**src/core/sfe_pkg.sv**
```systemverilog
package sfe_pkg;
  localparam logic [7:0] OP_PAGE_ERASE = 8'h81;
  localparam logic [7:0] OP_BLOCK_ERASE = 8'h50;
  localparam logic [7:0] OP_SECTOR_ERASE = 8'h7c;
  localparam int CMD_BITS = 32;
  localparam int PAGE_BITS = 11;
  // page number lsb position in 24-bit address field
  localparam int PG_LSB_264 = 9;
  localparam int PG_LSB_256 = 8;
  localparam int PAGES_PER_BLOCK = 8;
  localparam int PAGES_PER_SECTOR = 256;
  localparam int SECTOR0_PAGES = 8;
  localparam int CLK_MHZ = 100;
  // erase times in microseconds (plain defaults)
  localparam int PAGE_ERASE_TIME_US = 50;
  localparam int BLOCK_ERASE_TIME_US = 100;
  localparam int SECTOR_ERASE_TIME_US = 1000;
  localparam int PAGE_ERASE_CYC = PAGE_ERASE_TIME_US * CLK_MHZ;
  localparam int BLOCK_ERASE_CYC = BLOCK_ERASE_TIME_US * CLK_MHZ;
  localparam int SECTOR_ERASE_CYC = SECTOR_ERASE_TIME_US * CLK_MHZ;
  localparam int CNT_W = 24;

  typedef enum logic [1:0] {
    SFE_OP_NONE,
    SFE_OP_PAGE,
    SFE_OP_BLOCK,
    SFE_OP_SECTOR
  } sfe_op_type;

  typedef struct packed {
    sfe_op_type op;
    logic [PAGE_BITS-1:0] first_page;
    logic [PAGE_BITS:0] page_count;
  } sfe_job_type;
endpackage

```
**src/core/sfe_shift_in.sv**
```systemverilog
// samples the serial pins and assembles the command word
module sfe_shift_in (
  input wire logic clk,
  input wire logic sys_rst,
  input wire logic sck,
  input wire logic cs_n,
  input wire logic si,
  output logic [31:0] word_q,
  output logic [5:0] nbits_q,
  output logic cs_rise
);
  logic [1:0] sck_s_q, sck_s_d;
  logic [1:0] cs_s_q, cs_s_d;
  logic [1:0] si_s_q, si_s_d;
  logic sck_old_q, sck_old_d;
  logic cs_old_q, cs_old_d;
  logic [31:0] word_d;
  logic [5:0] nbits_d;

  always_comb begin
    sck_s_d = {sck_s_q[0], sck};
    cs_s_d = {cs_s_q[0], cs_n};
    si_s_d = {si_s_q[0], si};
    sck_old_d = sck_s_q[1];
    cs_old_d = cs_s_q[1];
    word_d = word_q;
    nbits_d = nbits_q;
    if (cs_s_q[1]) begin
      nbits_d = 6'h00;
    end else if (sck_s_q[1] && !sck_old_q && nbits_q < 6'h20) begin
      // msb first, mode 0/3 sample on rising edge
      word_d = {word_q[30:0], si_s_q[1]};
      nbits_d = nbits_q + 6'h01;
    end
  end

  assign cs_rise = cs_s_q[1] && !cs_old_q;

  always_ff @(posedge clk) begin
    if (sys_rst) begin
      sck_s_q <= 2'h0;
      cs_s_q <= 2'h3;
      si_s_q <= 2'h0;
      sck_old_q <= 1'b0;
      cs_old_q <= 1'b1;
      word_q <= 32'h0;
      nbits_q <= 6'h00;
    end else begin
      sck_s_q <= sck_s_d;
      cs_s_q <= cs_s_d;
      si_s_q <= si_s_d;
      sck_old_q <= sck_old_d;
      cs_old_q <= cs_old_d;
      word_q <= word_d;
      nbits_q <= nbits_d;
    end
  end
endmodule

```
**src/core/sfe_erase_seq.sv**
```systemverilog
// Function
// - 264-byte page erase: 81h, four dummy, 11 page bits, nine dummy.
// - 256-byte page erase: 81h, five dummy, address bits 18..8, eight dummy.
// - chip select rise erases addressed page to ones within page time.
// - ready/busy reads busy throughout any erase.
// - failing byte during erase sets the erase/program error flag.
// - 264-byte block erase: 50h, four dummy, page bits 10..3, 12 dummy.
// - 256-byte block erase: 50h, five dummy, bits 18..11, 11 dummy.
// - chip select rise erases all eight block pages within block time.
// - block index is upper eight page bits; low three ignored.
// - 264-byte sector 0a/0b: 7Ch, four dummy, page bits 10..3, 12 dummy.
// - 264-byte sectors 1-7: 7Ch, four dummy, top three bits, 17 dummy.
// - 256-byte sector 0a/0b: 7Ch, five dummy, bits 18..11, 11 dummy.
// - 256-byte sectors 1-7: 7Ch, five dummy, bits 18..16, 16 dummy.
// - nine sectors; 0a/0b by upper eight bits, 1-7 by top three.
// - chip select rise erases whole sector 1-7, or the 8-page block in 0a/0b, sector time.
module sfe_erase_seq #(
  parameter int PAGE_ERASE_CYC = sfe_pkg::PAGE_ERASE_CYC,
  parameter int BLOCK_ERASE_CYC = sfe_pkg::BLOCK_ERASE_CYC,
  parameter int SECTOR_ERASE_CYC = sfe_pkg::SECTOR_ERASE_CYC
) (
  input wire logic clk,
  input wire logic sys_rst,
  input wire logic sck,
  input wire logic cs_n,
  input wire logic si,
  input wire logic page_264,
  input wire logic erase_fail,
  output logic busy,
  output logic erase_program_error_flag,
  output logic erase_pulse,
  output logic [10:0] erase_page_q,
  output logic clr_error
);
  logic [31:0] word;
  logic [5:0] nbits;
  logic cs_rise;

  sfe_shift_in u_shift (
    .clk(clk),
    .sys_rst(sys_rst),
    .sck(sck),
    .cs_n(cs_n),
    .si(si),
    .word_q(word),
    .nbits_q(nbits),
    .cs_rise(cs_rise)
  );

  typedef enum {ST_IDLE, ST_ERASE} sfe_state_type;
  sfe_state_type st_q, st_d;
  logic [sfe_pkg::CNT_W-1:0] tmr_q, tmr_d;
  logic [10:0] page_q, page_d;
  logic [11:0] left_q, left_d;
  logic err_q, err_d;
  logic [10:0] erase_page_d;
  logic [10:0] pnum;
  logic [7:0] opc;
  sfe_pkg::sfe_job_type job;

  // page number from address bytes; the dummy layout differs by page size
  function automatic logic [10:0] page_of(input logic [23:0] a,
                                          input logic p264);
    if (p264) begin
      page_of = a[sfe_pkg::PG_LSB_264 +: sfe_pkg::PAGE_BITS];
    end else begin
      page_of = a[sfe_pkg::PG_LSB_256 +: sfe_pkg::PAGE_BITS];
    end
  endfunction

  assign opc = word[31:24];
  assign pnum = page_of(word[23:0], page_264);

  always_comb begin
    job.op = sfe_pkg::SFE_OP_NONE;
    job.first_page = pnum;
    job.page_count = 12'h001;
    case (opc)
      sfe_pkg::OP_PAGE_ERASE: begin
        job.op = sfe_pkg::SFE_OP_PAGE;
      end
      sfe_pkg::OP_BLOCK_ERASE: begin
        // same bit slice serves both layouts
        job.op = sfe_pkg::SFE_OP_BLOCK;
        job.first_page = {pnum[10:3], 3'h0};
        job.page_count = 12'h008;
      end
      sfe_pkg::OP_SECTOR_ERASE: begin
        job.op = sfe_pkg::SFE_OP_SECTOR;
        if (pnum[10:8] == 3'h0) begin
          // sector 0a or 0b
          job.first_page = {pnum[10:3], 3'h0};
          job.page_count = 12'h008;
        end else begin
          // sectors 1-7: low bits are don't-care
          job.first_page = {pnum[10:8], 8'h00};
          job.page_count = 12'h100;
        end
      end
      default: begin
        job.op = sfe_pkg::SFE_OP_NONE;
      end
    endcase
  end

  always_comb begin
    st_d = st_q;
    tmr_d = tmr_q;
    page_d = page_q;
    left_d = left_q;
    err_d = err_q;
    erase_page_d = erase_page_q;
    erase_pulse = 1'b0;
    clr_error = 1'b0;
    case (st_q)
      ST_IDLE: begin
        // incomplete frames or unknown opcodes are dropped
        if (cs_rise && nbits == 6'(sfe_pkg::CMD_BITS) &&
            job.op != sfe_pkg::SFE_OP_NONE) begin
          st_d = ST_ERASE;
          page_d = job.first_page;
          left_d = job.page_count;
          err_d = 1'b0;
          clr_error = 1'b1;
          case (job.op)
            sfe_pkg::SFE_OP_PAGE:
              tmr_d = sfe_pkg::CNT_W'(PAGE_ERASE_CYC - 1);
            sfe_pkg::SFE_OP_BLOCK:
              tmr_d = sfe_pkg::CNT_W'(BLOCK_ERASE_CYC - 1);
            default:
              tmr_d = sfe_pkg::CNT_W'(SECTOR_ERASE_CYC - 1);
          endcase
        end
      end
      ST_ERASE: begin
        // one page per cycle wiped to ones, then wait out the self-time
        if (left_q != 12'h000) begin
          erase_pulse = 1'b1;
          erase_page_d = page_q;
          page_d = page_q + 11'h001;
          left_d = left_q - 12'h001;
        end
        if (erase_fail) begin
          err_d = 1'b1;
        end
        if (tmr_q == '0) begin
          st_d = ST_IDLE;
        end else begin
          tmr_d = tmr_q - sfe_pkg::CNT_W'(1);
        end
      end
      default: begin
        st_d = ST_IDLE;
      end
    endcase
  end

  assign busy = (st_q == ST_ERASE);
  assign erase_program_error_flag = err_q;

  always_ff @(posedge clk) begin
    if (sys_rst) begin
      st_q <= ST_IDLE;
      tmr_q <= '0;
      page_q <= 11'h000;
      left_q <= 12'h000;
      err_q <= 1'b0;
      erase_page_q <= 11'h000;
    end else begin
      st_q <= st_d;
      tmr_q <= tmr_d;
      page_q <= page_d;
      left_q <= left_d;
      err_q <= err_d;
      erase_page_q <= erase_page_d;
    end
  end

  property p_busy_start;
    @(posedge clk) disable iff (sys_rst)
    (st_q == ST_IDLE && cs_rise && nbits == 6'h20 &&
     job.op != sfe_pkg::SFE_OP_NONE) |=> busy;
  endproperty
  a_busy_start: assert property (p_busy_start)
    else $error("erase did not go busy");

  property p_busy_hold;
    @(posedge clk) disable iff (sys_rst)
    $rose(busy) |-> busy [*8];
  endproperty
  a_busy_hold: assert property (p_busy_hold)
    else $error("busy dropped early");

  property p_page_one;
    @(posedge clk) disable iff (sys_rst)
    (st_q == ST_IDLE && cs_rise && nbits == 6'h20 &&
     opc == sfe_pkg::OP_PAGE_ERASE) |=> erase_pulse ##1 !erase_pulse;
  endproperty
  a_page_one: assert property (p_page_one)
    else $error("page erase count wrong");

  property p_block_eight;
    @(posedge clk) disable iff (sys_rst)
    (st_q == ST_IDLE && cs_rise && nbits == 6'h20 &&
     opc == sfe_pkg::OP_BLOCK_ERASE) |=> erase_pulse [*8] ##1 !erase_pulse;
  endproperty
  a_block_eight: assert property (p_block_eight)
    else $error("block erase not eight pages");

  property p_block_align;
    @(posedge clk) disable iff (sys_rst)
    (st_q == ST_IDLE && cs_rise && opc == sfe_pkg::OP_BLOCK_ERASE)
      |-> job.first_page[2:0] == 3'h0;
  endproperty
  a_block_align: assert property (p_block_align)
    else $error("block start not aligned");

  property p_sector_start;
    @(posedge clk) disable iff (sys_rst)
    (st_q == ST_IDLE && cs_rise && opc == sfe_pkg::OP_SECTOR_ERASE &&
     pnum[10:8] != 3'h0) |-> job.first_page == {pnum[10:8], 8'h00};
  endproperty
  a_sector_start: assert property (p_sector_start)
    else $error("sector start wrong");

  property p_err_set;
    @(posedge clk) disable iff (sys_rst)
    (busy && erase_fail) |=> erase_program_error_flag;
  endproperty
  a_err_set: assert property (p_err_set)
    else $error("erase error not flagged");

  property p_page_pick;
    @(posedge clk) disable iff (sys_rst)
    (page_264 && cs_rise) |-> pnum == word[19:9];
  endproperty
  a_page_pick: assert property (p_page_pick)
    else $error("page bits mis-sliced");
endmodule

```
**config.mk**
```make
export PLATFORM = sky130hd
export DESIGN_NAME = sfe_erase_seq
export DESIGN_NICKNAME = d
export VERILOG_FILES = /design/src/core/sfe_pkg.sv /design/src/core/sfe_shift_in.sv /design/src/core/sfe_erase_seq.sv
export SDC_FILE = /design/constraint.sdc
export NUM_CORES = 1
export LEC_CHECK = 0
export BUFFER_PORTS_ARGS = -buffer_cell sky130_fd_sc_hd__buf_4
export CAP_MARGIN = 20
export CORE_MARGIN = 2
export CORE_UTILIZATION = 56
export CTS_BUF_LIST = sky130_fd_sc_hd__clkbuf_4 sky130_fd_sc_hd__clkbuf_8
export DETAILED_ROUTE_END_ITERATION = 10
export PLACE_DENSITY = 0.78
export RECOVER_POWER = 50
export SETUP_SLACK_MARGIN = 0.2
export SKIP_LAST_GASP = 1
export SYNTH_ARGS = -nofsm -noshare
export SYNTH_HDL_FRONTEND = slang
export SYNTH_HIERARCHICAL = 1
export SYNTH_SLANG_ARGS = --single-unit
```
**constraint.sdc**
```tcl
create_clock -name clk -period 4.1 [get_ports clk]
set_input_delay 0.41 -clock clk [delete_from_list [all_inputs] [get_ports clk]]
set_output_delay 0.41 -clock clk [all_outputs]
set_load 0.01 [all_outputs]
```
==> metrics.txt, run 1 <==
# TYPE chip_impl_metric gauge
chip_impl_metric{name="coreArea",unit="mm^2"} 0.00881
chip_impl_metric{name="dp_wirelength",unit="um"} 7310
chip_impl_metric{name="skew",unit="ns"} 0.0103
chip_impl_metric{name="h-tree-depth",unit=""} 3
chip_impl_info{name="timing.hold.worst_endpoint",value="u_shift/cs_s_q[0]$_SDFF_PP1_"} 1
chip_impl_info{name="r2r_end",value="page_q[3]$_SDFFE_PP0P_"} 1
chip_impl_metric{name="multi_input_area",unit="mm^2"} 0.00277
chip_impl_metric{name="seq_area",unit="mm^2"} 0.00212
chip_impl_metric{name="gp_routability_congestion",unit=""} 0.853
chip_impl_metric{name="synthArstFlopShare",unit=""} 0
chip_impl_metric{name="setup_violations",unit=""} 0
chip_impl_metric{name="grt_start_max_net_pins",unit=""} 89
chip_impl_metric{name="num_io_pins",unit=""} 22
chip_impl_info{name="timing.critical_path.slowest_stage_cell",value="sky130_fd_sc_hd__o41ai_2"} 1
chip_impl_metric{name="dp.cells",unit=""} 708
chip_impl_metric{name="postRouteAntennaNets",unit=""} 0
chip_impl_metric{name="critPathArrivalTime",unit="ns"} 3.18
chip_impl_metric{name="num_antenna_cells",unit=""} 0
chip_impl_metric{name="max_cap_viol_count",unit=""} 1
chip_impl_metric{name="longest_clk_path_bufs",unit=""} 2
chip_impl_metric{name="gr-total-overflow",unit=""} 0
chip_impl_metric{name="postCtsSetupRepairBufs",unit=""} 0
chip_impl_metric{name="via_count_of_the_first_global_routing_pass",unit=""} 4089
chip_impl_metric{name="clockPowerShare",unit=""} 0.393
chip_impl_metric{name="tightestPinTransition",unit="ns"} 1.71
chip_impl_metric{name="finalSetupTns",unit="ns"} 0
chip_impl_info{name="path_common_cell",value="sky130_fd_sc_hd__inv_1"} 1
chip_impl_metric{name="synth.net_count",unit=""} 633
chip_impl_info{name="result_of_the_run",value="complete, but fails checks"} 1
chip_impl_info{name="tritoncts_clock_tree",value="built"} 1
chip_impl_info{name="worst_setup_path_end_kind",value="primary output"} 1
chip_impl_metric{name="avgViaCountPerCell",unit=""} 6.15
chip_impl_metric{name="synth_edf_count",unit=""} 0
chip_impl_info{name="min_path_type",value="in -> reg"} 1
chip_impl_metric{name="num_rows",unit=""} 34
chip_impl_metric{name="flow.area_growth_from_synthesis",unit="%"} 6.34
chip_impl_info{name="failed_checks",value="max-capacitance violations, max-slew violations"} 1
chip_impl_metric{name="num-fill-cells",unit=""} 758
chip_impl_info{name="synth_flop_cell",value="sky130_fd_sc_hd__dfxtp_1"} 1
chip_impl_metric{name="ys_types",unit=""} 69
chip_impl_metric{name="ff_latch_count_synth",unit=""} 106
chip_impl_metric{name="min_delay_path_depth",unit=""} 2
chip_impl_metric{name="internal-power",unit="uW"} 1350
chip_impl_metric{name="io_buffer_count",unit=""} 21
chip_impl_metric{name="avgRoutedWirePerCell",unit="um"} 15.5
chip_impl_metric{name="worst_r2r_path_depth",unit=""} 9
chip_impl_info{name="ys_top_cells_by_area",value="sky130_fd_sc_hd__dfxtp_1, sky130_fd_sc_hd__nand2_1, sky130_fd_sc_hd__a21oi_1, sky130_fd_sc_hd__nor2_1, sky130_fd_sc_hd__ha_1"} 1
chip_impl_metric{name="path_max_fanout",unit=""} 11
chip_impl_metric{name="synth_largest_type_area_fraction",unit=""} 0.415
chip_impl_info{name="clockRootBuffer",value="sky130_fd_sc_hd__clkbuf_8"} 1
chip_impl_metric{name="firstDrtPassIters",unit=""} 5
chip_impl_metric{name="netSwitchingPower",unit="uW"} 436
chip_impl_metric{name="synthesis.area_per_instance",unit="um^2"} 8.32
chip_impl_metric{name="first_pass_grt_wire_length",unit="um"} 19100
chip_impl_metric{name="yosysWarningCount",unit=""} 6
chip_impl_info{name="netlist.top_cell.by_area",value="sky130_fd_sc_hd__dfxtp_1"} 1
chip_impl_metric{name="die-area",unit="mm^2"} 0.00991
chip_impl_metric{name="initial_core_util",unit=""} 0.581
chip_impl_metric{name="post-route-drc-count",unit=""} 0
chip_impl_info{name="hp-start",value="cs_n"} 1
chip_impl_metric{name="total_leakage_power",unit="uW"} 0.00187
chip_impl_metric{name="synth_cells",unit=""} 615
chip_impl_metric{name="finalNonFillerCells",unit=""} 724
chip_impl_metric{name="timing.final.hold_violations",unit=""} 0
chip_impl_info{name="critical_path.cell_chain",value="or3_1 -> o41ai_2 -> inv_1 -> ha_1 -> nor4b_2 -> nand3_1 -> inv_1 -> buf_4"} 1
chip_impl_metric{name="max_slew_margin",unit=""} -0.139
chip_impl_metric{name="drive_above_1_share",unit=""} 0.0909
chip_impl_metric{name="synth_seq_area_share",unit=""} 0.415
chip_impl_metric{name="tritoncts.num_buffers",unit=""} 9
chip_impl_metric{name="pwr-share-comb",unit=""} 0.028
chip_impl_metric{name="timing.critical_path.slowest_cell_delay",unit="ns"} 0.43
chip_impl_metric{name="r2r_setup_slk",unit="ns"} 0.77
chip_impl_metric{name="power.density_cell_area",unit="mW/mm^2"} 329
chip_impl_metric{name="fmaxAchievable",unit="GHz"} 0.279
chip_impl_metric{name="syn-cell-area",unit="mm^2"} 0.00511
chip_impl_metric{name="pwr-share-seq",unit=""} 0.579
chip_impl_info{name="critical_path.reg2reg.startpoint",value="u_shift/word_q[26]$_SDFFE_PP0P_"} 1
chip_impl_metric{name="peakVddDrop",unit="mV"} 0.225
chip_impl_metric{name="final_net_count",unit=""} 629
chip_impl_metric{name="cts.sinks",unit=""} 106
chip_impl_info{name="start_kind",value="register"} 1
chip_impl_metric{name="critical_path_required",unit="ns"} 3.69
chip_impl_metric{name="die_height",unit="um"} 99.6
chip_impl_metric{name="gr-usage-all-layers",unit=""} 0.233
chip_impl_metric{name="routed_wl",unit="um"} 11200
chip_impl_metric{name="clk_latency",unit="ns"} 0.38
chip_impl_metric{name="antenna_found_initial",unit=""} 0
chip_impl_metric{name="sw_frac_of_total",unit=""} 0.244
chip_impl_metric{name="fin_crit_sh",unit=""} 0.875
chip_impl_metric{name="routed_via_count",unit=""} 4454
chip_impl_metric{name="clk_pin_slew",unit="ns"} 0.10
chip_impl_metric{name="maxSlewViolCount",unit=""} 89
chip_impl_info{name="setup_repair_after_global_routing_missed_its_margin",value="no"} 1
chip_impl_metric{name="finalWorstPathRequiredPeriod",unit="ns"} 3.59
chip_impl_metric{name="drtIter0Drc",unit=""} 252
chip_impl_info{name="setup.worst_path.class",value="reg -> out"} 1
chip_impl_metric{name="floorplan.die.width",unit="um"} 99.6
-- power groups by stage --
stage	combinational, uW	clock (uW)	sequential (uW)
final	50.0	702	1040
after global routing	54.0	752	1040
after CTS	50.0	712	1040
after detailed placement	49.8	0	1060
after global placement	48.2	0	1060
after floorplan	41.2	0	1060
-- per-stage QoR --
stage,util,setup slack [ns],instance area (um^2),hold slack [ns],power (uW)
floorplan,-,0.953,5110,0.389,1100
global placement,0.597,0.628,5260,0.398,1110
detailed placement,0.597,0.425,5260,0.397,1110
CTS,0.623,0.327,5490,0.203,1800
global route,0.618,0.251,5440,0.207,1840
finish,0.618,0.514,5440,0.210,1790
-- kinds of logic after synthesis --
logic type,synth area share
flops,0.415
mux,0.0240
fa+ha+maj,0.0269
simple gates,0.270
xor+xnor,0.0325
buf+inv,0.0506
compound gates,0.181
-- per-layer routing --
metal / wire (um) / vias up / GRT usage
met5: 0 / - / 0
met4: 229 / 0 / 0.0885
met3: 778 / 23 / 0.0478
met2: 5280 / 146 / 0.371
met1: 4930 / 2105 / 0.312
li1: - / 2180 / -
-- cell usage in the layout, fill, tap and decap left out, drive strengths merged, types with 5 or more instances in the layout --
cell | Yosys | routed
a31oi | 8 | 8
mux2i | 10 | 10
o22ai | 6 | 6
or3 | 12 | 12
nand3 | 14 | 14
and3 | 5 | 5
nor3 | 13 | 13
xor2 | 10 | 10
nor2b | 9 | 9
a211oi | 12 | 12
or4 | 13 | 13
a21oi | 64 | 64
xnor2 | 9 | 9
o211ai | 10 | 10
or4b | 5 | 5
clkbuf | 25 | 24
dfxtp | 106 | 106
or2 | 9 | 9
nand2 | 112 | 112
buf | 17 | 12
nor2 | 41 | 41
nor4 | 10 | 10
o21ai | 12 | 12
o31ai | 5 | 5
inv | 12 | 16
ha | 11 | 11
-- worst max-delay path, delay by kind of cell, from the launching register on --
kind            cells  cell delay [ns]
fa+ha+maj           1             0.24
flops               1             0.34
simple gates        3             1.04
buf+inv             3             0.74
compound gates      1             0.43
-- how the worst max path moves through the flow --
stage | startpoint | end
2_1_floorplan | u_shift/word_q[26]$_SDFFE_PP0P_ | left_q[9]$_SDFFE_PP0P_
3_3_place_gp | u_shift/word_q[26]$_SDFFE_PP0P_ | page_q[6]$_SDFFE_PP0P_
3_5_place_dp | u_shift/word_q[26]$_SDFFE_PP0P_ | page_q[6]$_SDFFE_PP0P_
4_1_cts | u_shift/word_q[26]$_SDFFE_PP0P_ | clr_error
5_1_grt | u_shift/word_q[26]$_SDFFE_PP0P_ | clr_error
6_report | u_shift/word_q[26]$_SDFFE_PP0P_ | clr_error
-- synthesized netlist by cell type, types with 3 or more instances --
master / count
sky130_fd_sc_hd__a211oi_1: 12
sky130_fd_sc_hd__a21o_1: 3
sky130_fd_sc_hd__a21oi_1: 64
sky130_fd_sc_hd__a31oi_1: 8
sky130_fd_sc_hd__and3_1: 5
sky130_fd_sc_hd__buf_2: 9
sky130_fd_sc_hd__buf_6: 6
sky130_fd_sc_hd__clkbuf_1: 25
sky130_fd_sc_hd__dfxtp_1: 106
sky130_fd_sc_hd__ha_1: 11
sky130_fd_sc_hd__inv_1: 11
sky130_fd_sc_hd__mux2i_1: 10
sky130_fd_sc_hd__nand2_1: 112
sky130_fd_sc_hd__nand2b_1: 4
sky130_fd_sc_hd__nand3_1: 14
sky130_fd_sc_hd__nand3b_1: 3
sky130_fd_sc_hd__nand4b_1: 4
sky130_fd_sc_hd__nor2_1: 41
sky130_fd_sc_hd__nor2b_1: 9
sky130_fd_sc_hd__nor3_1: 12
sky130_fd_sc_hd__nor3b_1: 3
sky130_fd_sc_hd__nor4_1: 9
sky130_fd_sc_hd__o2111ai_1: 3
sky130_fd_sc_hd__o211ai_1: 9
sky130_fd_sc_hd__o21ai_0: 10
sky130_fd_sc_hd__o22ai_1: 5
sky130_fd_sc_hd__o31ai_1: 5
sky130_fd_sc_hd__o41ai_1: 3
sky130_fd_sc_hd__or2_2: 7
sky130_fd_sc_hd__or3_1: 12
sky130_fd_sc_hd__or4_1: 11
sky130_fd_sc_hd__or4b_2: 3
sky130_fd_sc_hd__xnor2_1: 9
sky130_fd_sc_hd__xor2_1: 10
-- timing repair --
action / 4_1_cts / 5_1_grt
hold buffers: 0 / 0
resized for setup: 1 / 1
pin swaps: 0 / 0
setup endpoints to repair: 1 / 1
-- flip-flops by register name, indices dropped and copies added, names as in the netlist --
signal                    count
u_shift/si_s_q                2
u_shift/nbits_q               6
u_shift/sck_s_q               2
erase_program_error_flag      1
st_q                          1
erase_page_q                 11
u_shift/cs_s_q                2
u_shift/word_q               32
u_shift/sck_old_q             1
tmr_q                        24
u_shift/cs_old_q              1
left_q                       12
page_q                       11
-- area by class of cell --
type | instances | area share
inverter | 12 | 0.00828
timing repair buffer | 27 | 0.0271
clock inverter | 7 | 0.0175
tap | 108 | 0.0248
multi-input combinational | 455 | 0.509
clock buffer | 9 | 0.0228
sequential | 106 | 0.390
(Power assumes the default switching activity.)
==> run 2, diff against run 1 <==
--- a/config.mk
+++ b/config.mk
@@ -11,11 +11,10 @@
 export CORE_UTILIZATION = 56
 export CTS_BUF_LIST = sky130_fd_sc_hd__clkbuf_4 sky130_fd_sc_hd__clkbuf_8
 export DETAILED_ROUTE_END_ITERATION = 10
-export PLACE_DENSITY = 0.78
+export PLACE_DENSITY = 0.79
 export RECOVER_POWER = 50
 export SETUP_SLACK_MARGIN = 0.2
 export SKIP_LAST_GASP = 1
 export SYNTH_ARGS = -nofsm -noshare
 export SYNTH_HDL_FRONTEND = slang
-export SYNTH_HIERARCHICAL = 1
 export SYNTH_SLANG_ARGS = --single-unit
==> run 2 against run 1 <==
The run still ends with max-capacitance violations, max-slew violations left. Critical endpoint unchanged. Largest power group unchanged. Sequential share of layout area rose by 0.32 points. Utilization rose by 0.40 points. Critical path type unchanged. Largest cell class unchanged. Sequential power about the same. Clock skew is 0.014 ns higher. Cell area fell by 0.81%. Count of clock-buffer cells in the layout is the same.
==> metrics.txt, run 2 <==
# TYPE chip_impl_metric gauge
chip_impl_metric{name="drive_above_1_share",unit=""} 0.0912
chip_impl_metric{name="gp_routability_congestion",unit=""} 0.873
chip_impl_metric{name="grt_start_max_net_pins",unit=""} 82
chip_impl_metric{name="postRouteAntennaNets",unit=""} 0
chip_impl_info{name="netlist.top_cell.by_area",value="sky130_fd_sc_hd__dfxtp_1"} 1
chip_impl_info{name="largest_family_of_logic_cells_by_synthesized_area",value="simple AND/OR/NAND/NOR gates"} 1
chip_impl_metric{name="tightestPinTransition",unit="ns"} 3.47
chip_impl_info{name="timing.critical_path.slowest_stage_cell",value="sky130_fd_sc_hd__nor3_1"} 1
chip_impl_metric{name="via_count_of_the_first_global_routing_pass",unit=""} 4149
chip_impl_metric{name="finalSetupTns",unit="ns"} 0
chip_impl_metric{name="peakVddDrop",unit="mV"} 0.250
chip_impl_metric{name="routed_via_count",unit=""} 4383
chip_impl_metric{name="clk_latency",unit="ns"} 0.39
chip_impl_info{name="start_kind",value="register"} 1
chip_impl_metric{name="maxSlewViolCount",unit=""} 115
chip_impl_metric{name="multi_input_area",unit="mm^2"} 0.00269
chip_impl_metric{name="avgViaCountPerCell",unit=""} 6.07
chip_impl_metric{name="min_delay_path_depth",unit=""} 2
chip_impl_metric{name="h-tree-depth",unit=""} 3
chip_impl_info{name="critical_path.reg2reg.startpoint",value="u_shift.word_q[25]$_SDFFE_PP0P_"} 1
chip_impl_info{name="critical_path.cell_chain",value="nand4bb_1 -> nor3_1 -> a41o_1 -> inv_1 -> ha_1 -> nor4bb_2 -> nand3_2 -> inv_1 -> buf_4 -> buf_4"} 1
chip_impl_metric{name="avgRoutedWirePerCell",unit="um"} 15.6
chip_impl_metric{name="critical_path_buf_inv_count",unit=""} 4
chip_impl_metric{name="power.density_cell_area",unit="mW/mm^2"} 324
chip_impl_metric{name="max_slew_margin",unit=""} -1.31
chip_impl_metric{name="synth.net_count",unit=""} 621
chip_impl_metric{name="post-route-drc-count",unit=""} 0
chip_impl_metric{name="antenna_found_initial",unit=""} 0
chip_impl_metric{name="final_net_count",unit=""} 628
chip_impl_metric{name="r2r_setup_slk",unit="ns"} 0.64
chip_impl_metric{name="setup_violations",unit=""} 0
chip_impl_metric{name="tritoncts.num_buffers",unit=""} 9
chip_impl_metric{name="fmaxAchievable",unit="GHz"} 0.275
chip_impl_info{name="reg_top3",value="u_shift.word_q x32, tmr_q x24, left_q x12"} 1
chip_impl_metric{name="synth_compound_gate_area_share",unit=""} 0.189
chip_impl_metric{name="largest_register_ff_count",unit=""} 32
chip_impl_metric{name="num-fill-cells",unit=""} 765
chip_impl_metric{name="gr-total-overflow",unit=""} 0
chip_impl_metric{name="path_max_fanout",unit=""} 12
chip_impl_info{name="timing.hold.worst_endpoint",value="u_shift.cs_s_q[0]$_SDFF_PP1_"} 1
chip_impl_info{name="synth_flop_cell",value="sky130_fd_sc_hd__dfxtp_1"} 1
chip_impl_metric{name="dp_wirelength",unit="um"} 7610
chip_impl_metric{name="gr-usage-all-layers",unit=""} 0.241
chip_impl_metric{name="drtIter0Drc",unit=""} 277
chip_impl_metric{name="dp.cells",unit=""} 706
chip_impl_info{name="most_used_cells_in_the_layout_excluding_fill_and_tap_cells",value="sky130_fd_sc_hd__nand2_1, sky130_fd_sc_hd__dfxtp_1, sky130_fd_sc_hd__a21oi_1"} 1
chip_impl_metric{name="num_rows",unit=""} 34
chip_impl_metric{name="timing.critical_path.slowest_cell_delay",unit="ns"} 0.37
chip_impl_metric{name="seq_area",unit="mm^2"} 0.00212
chip_impl_metric{name="critPathArrivalTime",unit="ns"} 3.22
chip_impl_metric{name="hold_buf_count_cts",unit=""} 0
chip_impl_info{name="failed_checks",value="max-capacitance violations, max-slew violations"} 1
chip_impl_info{name="hp-start",value="cs_n"} 1
chip_impl_metric{name="finalNonFillerCells",unit=""} 722
chip_impl_metric{name="synthesis.area_per_instance",unit="um^2"} 8.29
chip_impl_metric{name="firstDrtPassIters",unit=""} 5
chip_impl_metric{name="synth_simple_gate_area_frac",unit=""} 0.256
chip_impl_metric{name="synth_largest_type_area_fraction",unit=""} 0.425
chip_impl_metric{name="critical_path_required",unit="ns"} 3.69
chip_impl_metric{name="post_synth_mux_area_share",unit=""} 0.0248
chip_impl_metric{name="synth_seq_area_share",unit=""} 0.425
chip_impl_metric{name="timing.final.hold_violations",unit=""} 0
chip_impl_metric{name="synth_cells",unit=""} 602
chip_impl_metric{name="cts.sinks",unit=""} 106
chip_impl_metric{name="num_io_pins",unit=""} 22
chip_impl_metric{name="clk_pin_slew",unit="ns"} 0.13
chip_impl_info{name="synthMostInstantiatedCell",value="sky130_fd_sc_hd__nand2_1"} 1
chip_impl_metric{name="max_cap_viol_count",unit=""} 2
chip_impl_metric{name="yosysWarningCount",unit=""} 0
chip_impl_metric{name="longest_clk_path_bufs",unit=""} 2
chip_impl_info{name="clockRootBuffer",value="sky130_fd_sc_hd__clkbuf_8"} 1
chip_impl_info{name="r2r_end",value="left_q[7]$_SDFFE_PP0P_"} 1
chip_impl_metric{name="io_buffer_count",unit=""} 21
chip_impl_info{name="result_of_the_run",value="complete, but fails checks"} 1
chip_impl_info{name="timing.critical_path.max_delay_family",value="simple AND/OR/NAND/NOR gates"} 1
chip_impl_metric{name="synth_edf_count",unit=""} 0
chip_impl_info{name="worst_setup_path_end_kind",value="primary output"} 1
chip_impl_metric{name="first_pass_grt_wire_length",unit="um"} 19400
chip_impl_metric{name="num_antenna_cells",unit=""} 0
chip_impl_metric{name="routed_wl",unit="um"} 11300
chip_impl_metric{name="initial_core_util",unit=""} 0.575
chip_impl_metric{name="total_leakage_power",unit="uW"} 0.00188
chip_impl_metric{name="coreArea",unit="mm^2"} 0.00868
chip_impl_metric{name="syn-cell-area",unit="mm^2"} 0.00499
chip_impl_metric{name="fin_crit_sh",unit=""} 0.886
chip_impl_info{name="setup.worst_path.class",value="reg -> out"} 1
chip_impl_metric{name="synth_fa_ha_area_frac",unit=""} 0.0301
chip_impl_metric{name="path_depth",unit=""} 10
chip_impl_metric{name="synthArstFlopShare",unit=""} 0
chip_impl_info{name="min_path_type",value="in -> reg"} 1
chip_impl_metric{name="postCtsSetupRepairBufs",unit=""} 0
chip_impl_metric{name="ff_latch_count_synth",unit=""} 106
chip_impl_info{name="ys_top_cells_by_area",value="sky130_fd_sc_hd__dfxtp_1, sky130_fd_sc_hd__nand2_1, sky130_fd_sc_hd__a21oi_1, sky130_fd_sc_hd__nor2_1, sky130_fd_sc_hd__ha_1"} 1
chip_impl_info{name="tritoncts_clock_tree",value="built"} 1
chip_impl_metric{name="die-area",unit="mm^2"} 0.00968
chip_impl_metric{name="die_height",unit="um"} 98.4
chip_impl_metric{name="worst_r2r_path_depth",unit=""} 11
chip_impl_info{name="final_common_cell",value="sky130_fd_sc_hd__nand2_1"} 1
chip_impl_info{name="synthTopCellsByCount",value="sky130_fd_sc_hd__nand2_1, sky130_fd_sc_hd__dfxtp_1, sky130_fd_sc_hd__a21oi_1"} 1
chip_impl_metric{name="skew",unit="ns"} 0.0243
chip_impl_metric{name="ys_types",unit=""} 66
chip_impl_metric{name="flow.area_growth_from_synthesis",unit="%"} 8.12
chip_impl_metric{name="yosys.area_share.xor_xnor",unit=""} 0.0351
chip_impl_info{name="register_containing_the_most_flip_flops_in_the_final_layout",value="u_shift.word_q"} 1
chip_impl_metric{name="floorplan.die.width",unit="um"} 98.4
chip_impl_info{name="setup_repair_after_global_routing_missed_its_margin",value="no"} 1
chip_impl_metric{name="finalWorstPathRequiredPeriod",unit="ns"} 3.63
## run 2: changes by cell type after synthesis, moves of 4 or more
cell                       previous run  this run
sky130_fd_sc_hd__nor3_1              12        21
sky130_fd_sc_hd__buf_2                9         2
sky130_fd_sc_hd__a21oi_1             64        70
sky130_fd_sc_hd__buf_6                6         1
sky130_fd_sc_hd__inv_1               11        16
sky130_fd_sc_hd__clkbuf_1            25        29
sky130_fd_sc_hd__nand3_1             14        10
sky130_fd_sc_hd__nor4_1               9         5
sky130_fd_sc_hd__o22ai_1              5         1
## run 2: cells by family (layout without fill, tap and decap cells)
| kind of cell | Yosys count | count (layout) |
|---|---|---|
| DFF | 106 | 106 |
| buffers and inverters | 50 | 62 |
| adders and majority gates | 12 | 12 |
| xor gates and xnor gates | 20 | 20 |
| and+or+nand+nor | 258 | 258 |
| muxes | 12 | 12 |
| AOI/OAI and AO/OA | 144 | 144 |
## run 2: worst reg2reg max path: stages, from the launching register on
cell and delay (ns):
sky130_fd_sc_hd__dfxtp_1 0.35, sky130_fd_sc_hd__nand4bb_1 0.20, sky130_fd_sc_hd__nor3_1 0.37, sky130_fd_sc_hd__a41o_1 0.23
sky130_fd_sc_hd__inv_1 0.10, sky130_fd_sc_hd__ha_1 0.24, sky130_fd_sc_hd__nor4bb_2 0.36, sky130_fd_sc_hd__nand3_2 0.29
sky130_fd_sc_hd__buf_4 0.29, sky130_fd_sc_hd__a2111oi_0 0.68, sky130_fd_sc_hd__xnor2_1 0.20, sky130_fd_sc_hd__nor2_1 0.05
## run 2: final cells by class
type	count	area share
Inverter	17	0.0118
Tap cell	108	0.0250
Clock buffer	9	0.0230
Sequential cell	106	0.393
Multi-Input combinational cell	446	0.498
Timing Repair Buffer	29	0.0306
Clock inverter	7	0.0179
## run 2: per-layer routing
metal / share of wire / up-vias / global-route usage
li1: - / 2162 / -
met1: 0.45 / 2080 / 0.321
met2: 0.49 / 122 / 0.398
met3: 0.048 / 19 / 0.0415
met4: 0.016 / 0 / 0.0790
met5: 0 / - / 0
## run 2: worst max-delay path by stage
stage / slack, ns / end / from
2_1_floorplan: 1.25 / tmr_q[12]$_SDFFE_PP0P_ / u_shift.word_q[25]$_SDFFE_PP0P_
3_3_place_gp: 0.89 / left_q[7]$_SDFFE_PP0P_ / u_shift.word_q[31]$_SDFFE_PP0P_
3_5_place_dp: 0.64 / left_q[7]$_SDFFE_PP0P_ / u_shift.word_q[25]$_SDFFE_PP0P_
4_1_cts: 0.36 / clr_error / u_shift.word_q[25]$_SDFFE_PP0P_
5_1_grt: 0.22 / clr_error / u_shift.word_q[27]$_SDFFE_PP0P_
6_report: 0.47 / clr_error / u_shift.word_q[25]$_SDFFE_PP0P_
## run 2: per-stage QoR
stage	hold WS (ns)	setup WS (ns)	utilization	instance area, um^2	power, uW
2_1_floorplan	0.389	1.25	-	4990	1080
3_3_place_gp	0.399	0.890	0.601	5220	1090
3_5_place_dp	0.406	0.640	0.601	5220	1090
4_1_cts	0.192	0.358	0.626	5440	1760
5_1_grt	0.182	0.222	0.622	5400	1810
6_report	0.196	0.469	0.622	5400	1750
## run 2: where the power goes
group,internal [uW],switching [uW]
Sequential,1030,1.56
Combinational,11.1,24.9
Clock,255,422
## run 2: what timing repair did
item / 4_1_cts / 5_1_grt
endpoints found under the hold margin: 0 / 0
resized for setup: 0 / 2
setup endpoints to repair: 0 / 1
==> run 3, diff against run 2 <==
--- a/config.mk
+++ b/config.mk
@@ -13,6 +13,7 @@
 export DETAILED_ROUTE_END_ITERATION = 10
 export PLACE_DENSITY = 0.79
 export RECOVER_POWER = 50
+export REMOVE_ABC_BUFFERS = 1
 export SETUP_SLACK_MARGIN = 0.2
 export SKIP_LAST_GASP = 1
 export SYNTH_ARGS = -nofsm -noshare
==> run 3 against run 2 <==
The run still ends with max-capacitance violations, max-slew violations left. Sequential power is essentially flat. Die area stayed put. Power fell by 3.5%. Clock power shrank 8.7%. Sequential cell count stayed put. Utilization is 0.74 points lower. First-iteration DRC count increased by 4.0%. Wire length fell by 0.55%.
==> metrics.txt, run 3 (same netlist as run 2, synthesis figures left out) <==
# TYPE chip_impl_metric gauge
chip_impl_info{name="setup_repair_after_global_routing_missed_its_margin",value="no"} 1
chip_impl_metric{name="placed_area",unit="mm^2"} 0.00519
chip_impl_metric{name="die_height",unit="um"} 98.4
chip_impl_metric{name="maxSlewViolCount",unit=""} 33
chip_impl_metric{name="num_io_pins",unit=""} 22
chip_impl_metric{name="routed_via_count",unit=""} 4337
chip_impl_metric{name="num_antenna_cells",unit=""} 0
chip_impl_metric{name="dp_wirelength",unit="um"} 7560
chip_impl_metric{name="fin_crit_sh",unit=""} 0.850
chip_impl_metric{name="post-route-drc-count",unit=""} 0
chip_impl_metric{name="grt_start_max_net_pins",unit=""} 82
chip_impl_metric{name="die-area",unit="mm^2"} 0.00968
chip_impl_metric{name="tightestPinTransition",unit="ns"} 1.74
chip_impl_metric{name="routed_wl",unit="um"} 11200
chip_impl_metric{name="drtIter0Drc",unit=""} 288
chip_impl_metric{name="postCtsSetupRepairBufs",unit=""} 0
chip_impl_metric{name="gp_routability_congestion",unit=""} 0.895
chip_impl_metric{name="coreArea",unit="mm^2"} 0.00868
chip_impl_info{name="min_path_type",value="in -> reg"} 1
chip_impl_info{name="result_of_the_run",value="complete, but fails checks"} 1
chip_impl_metric{name="io_buffer_count",unit=""} 21
chip_impl_metric{name="via_count_of_the_first_global_routing_pass",unit=""} 4032
chip_impl_metric{name="finalWorstPathRequiredPeriod",unit="ns"} 3.48
chip_impl_metric{name="initial_core_util",unit=""} 0.575
chip_impl_metric{name="clk_latency",unit="ns"} 0.38
chip_impl_info{name="worst_setup_path_end_kind",value="primary output"} 1
chip_impl_info{name="clockRootBuffer",value="sky130_fd_sc_hd__clkbuf_8"} 1
chip_impl_metric{name="firstDrtPassIters",unit=""} 6
chip_impl_metric{name="avgViaCountPerCell",unit=""} 6.03
chip_impl_metric{name="tritoncts.num_buffers",unit=""} 9
chip_impl_metric{name="floorplan.die.width",unit="um"} 98.4
chip_impl_metric{name="avgRoutedWirePerCell",unit="um"} 15.6
chip_impl_metric{name="timing.final.hold_violations",unit=""} 0
chip_impl_metric{name="dp.cells",unit=""} 703
chip_impl_info{name="final_common_cell",value="sky130_fd_sc_hd__nand2_1"} 1
chip_impl_metric{name="flow.area_growth_from_synthesis",unit="%"} 6.85
chip_impl_metric{name="cts.sinks",unit=""} 106
chip_impl_metric{name="path_max_fanout",unit=""} 25
chip_impl_metric{name="num_rows",unit=""} 34
chip_impl_metric{name="postRouteAntennaNets",unit=""} 0
chip_impl_metric{name="finalSetupTns",unit="ns"} 0
chip_impl_metric{name="max_slew_margin",unit=""} -0.163
chip_impl_info{name="most_used_cells_in_the_layout_excluding_fill_and_tap_cells",value="sky130_fd_sc_hd__nand2_1, sky130_fd_sc_hd__dfxtp_1, sky130_fd_sc_hd__a21oi_1"} 1
chip_impl_metric{name="critical_path_required",unit="ns"} 3.69
chip_impl_metric{name="setup_violations",unit=""} 0
chip_impl_metric{name="fmaxAchievable",unit="GHz"} 0.287
chip_impl_metric{name="layout.cell_area.non_filler",unit="mm^2"} 0.00533
chip_impl_metric{name="drive_above_1_share",unit=""} 0.0835
chip_impl_info{name="failed_checks",value="max-capacitance violations, max-slew violations"} 1
chip_impl_metric{name="antenna_found_initial",unit=""} 0
chip_impl_metric{name="first_pass_grt_wire_length",unit="um"} 19200
chip_impl_metric{name="max_cap_viol_count",unit=""} 1
chip_impl_metric{name="critPathArrivalTime",unit="ns"} 3.07
chip_impl_metric{name="h-tree-depth",unit=""} 3
chip_impl_metric{name="final_net_count",unit=""} 626
chip_impl_metric{name="power.density_cell_area",unit="mW/mm^2"} 316
chip_impl_metric{name="gr-usage-all-layers",unit=""} 0.239
chip_impl_info{name="register_containing_the_most_flip_flops_in_the_final_layout",value="u_shift.word_q"} 1
chip_impl_metric{name="gr-total-overflow",unit=""} 0
chip_impl_metric{name="finalNonFillerCells",unit=""} 719
chip_impl_info{name="tritoncts_clock_tree",value="built"} 1
chip_impl_metric{name="total_leakage_power",unit="uW"} 0.00186
chip_impl_info{name="reg_top3",value="u_shift.word_q x32, tmr_q x24, left_q x12"} 1
chip_impl_metric{name="clk_pin_slew",unit="ns"} 0.11
chip_impl_metric{name="timing.hold.ws",unit="ns"} 0.211
chip_impl_metric{name="largest_register_ff_count",unit=""} 32
chip_impl_metric{name="longest_clk_path_bufs",unit=""} 2
chip_impl_info{name="start_kind",value="register"} 1
chip_impl_metric{name="peakVddDrop",unit="mV"} 0.235
chip_impl_metric{name="skew",unit="ns"} 0.0111
chip_impl_info{name="setup.worst_path.class",value="reg -> out"} 1
-- run 3: power breakdown --
| part | switching (uW) | internal [uW] | leakage, uW |
|---|---|---|---|
| Combinational | 24.4 | 11.1 | 0.000909 |
| Sequential | 1.12 | 1030 | 0.000855 |
| Clock | 385 | 233 | 0.0000941 |
| Total | 410 | 1280 | 0.00186 |
-- run 3: final cells by class --
cell class              count  area [um^2]
flip-flops and latches    106         2120
repair buffers             27          161
inverters                  17         67.6
well taps                 108          135
clock inverters             6         57.6
fillers                   794         3350
multi-input cells         446         2660
clock buffers               9          124
-- run 3: final timing paths --
kind	start	end	slack [ns]	cells after the start
max reg2reg	u_shift.word_q[25]$_SDFFE_PP0P_	tmr_q[10]$_SDFFE_PP0P_	0.86	12
max	u_shift.word_q[25]$_SDFFE_PP0P_	clr_error	0.62	10
min	cs_n	u_shift.cs_s_q[0]$_SDFF_PP1_	0.21	2
min reg2reg	u_shift.cs_s_q[0]$_SDFF_PP1_	u_shift.cs_s_q[1]$_SDFF_PP1_	0.42	1
-- run 3: per-stage QoR --
stage / worst slack, ns / power (uW) / utilization
finish: 0.617 / 1690 / 0.614
global route: 0.321 / 1740 / 0.614
CTS: 0.403 / 1700 / 0.619
detailed placement: 0.738 / 1090 / 0.598
global placement: 0.973 / 1090 / 0.598
floorplan: 0.679 / 1070 / -
-- run 3: critical path: stages (launching register included) --
cell,delay (ns)
sky130_fd_sc_hd__dfxtp_1,0.36
sky130_fd_sc_hd__nand4bb_1,0.21
sky130_fd_sc_hd__nor3_1,0.40
sky130_fd_sc_hd__a41o_1,0.22
sky130_fd_sc_hd__inv_1,0.10
sky130_fd_sc_hd__ha_1,0.22
sky130_fd_sc_hd__nor4bb_1,0.35
sky130_fd_sc_hd__nand3_1,0.12
sky130_fd_sc_hd__buf_4,0.24
sky130_fd_sc_hd__clkinvlp_4,0.29
sky130_fd_sc_hd__buf_4,0.18
-- run 3: timing repair --
action,4_1_cts,5_1_grt
endpoints found under the setup margin,0,1
hold buffers,0,0
resized for setup,0,1
-- run 3: per-layer routing --
| layer | GRT usage | routed length [um] | part of all wire |
|---|---|---|---|
| met5 | 0 | 0 | 0 |
| met1 | 0.325 | 5060 | 0.45 |
| met3 | 0.0472 | 599 | 0.053 |
| met2 | 0.374 | 5210 | 0.46 |
| met4 | 0.0969 | 346 | 0.031 |
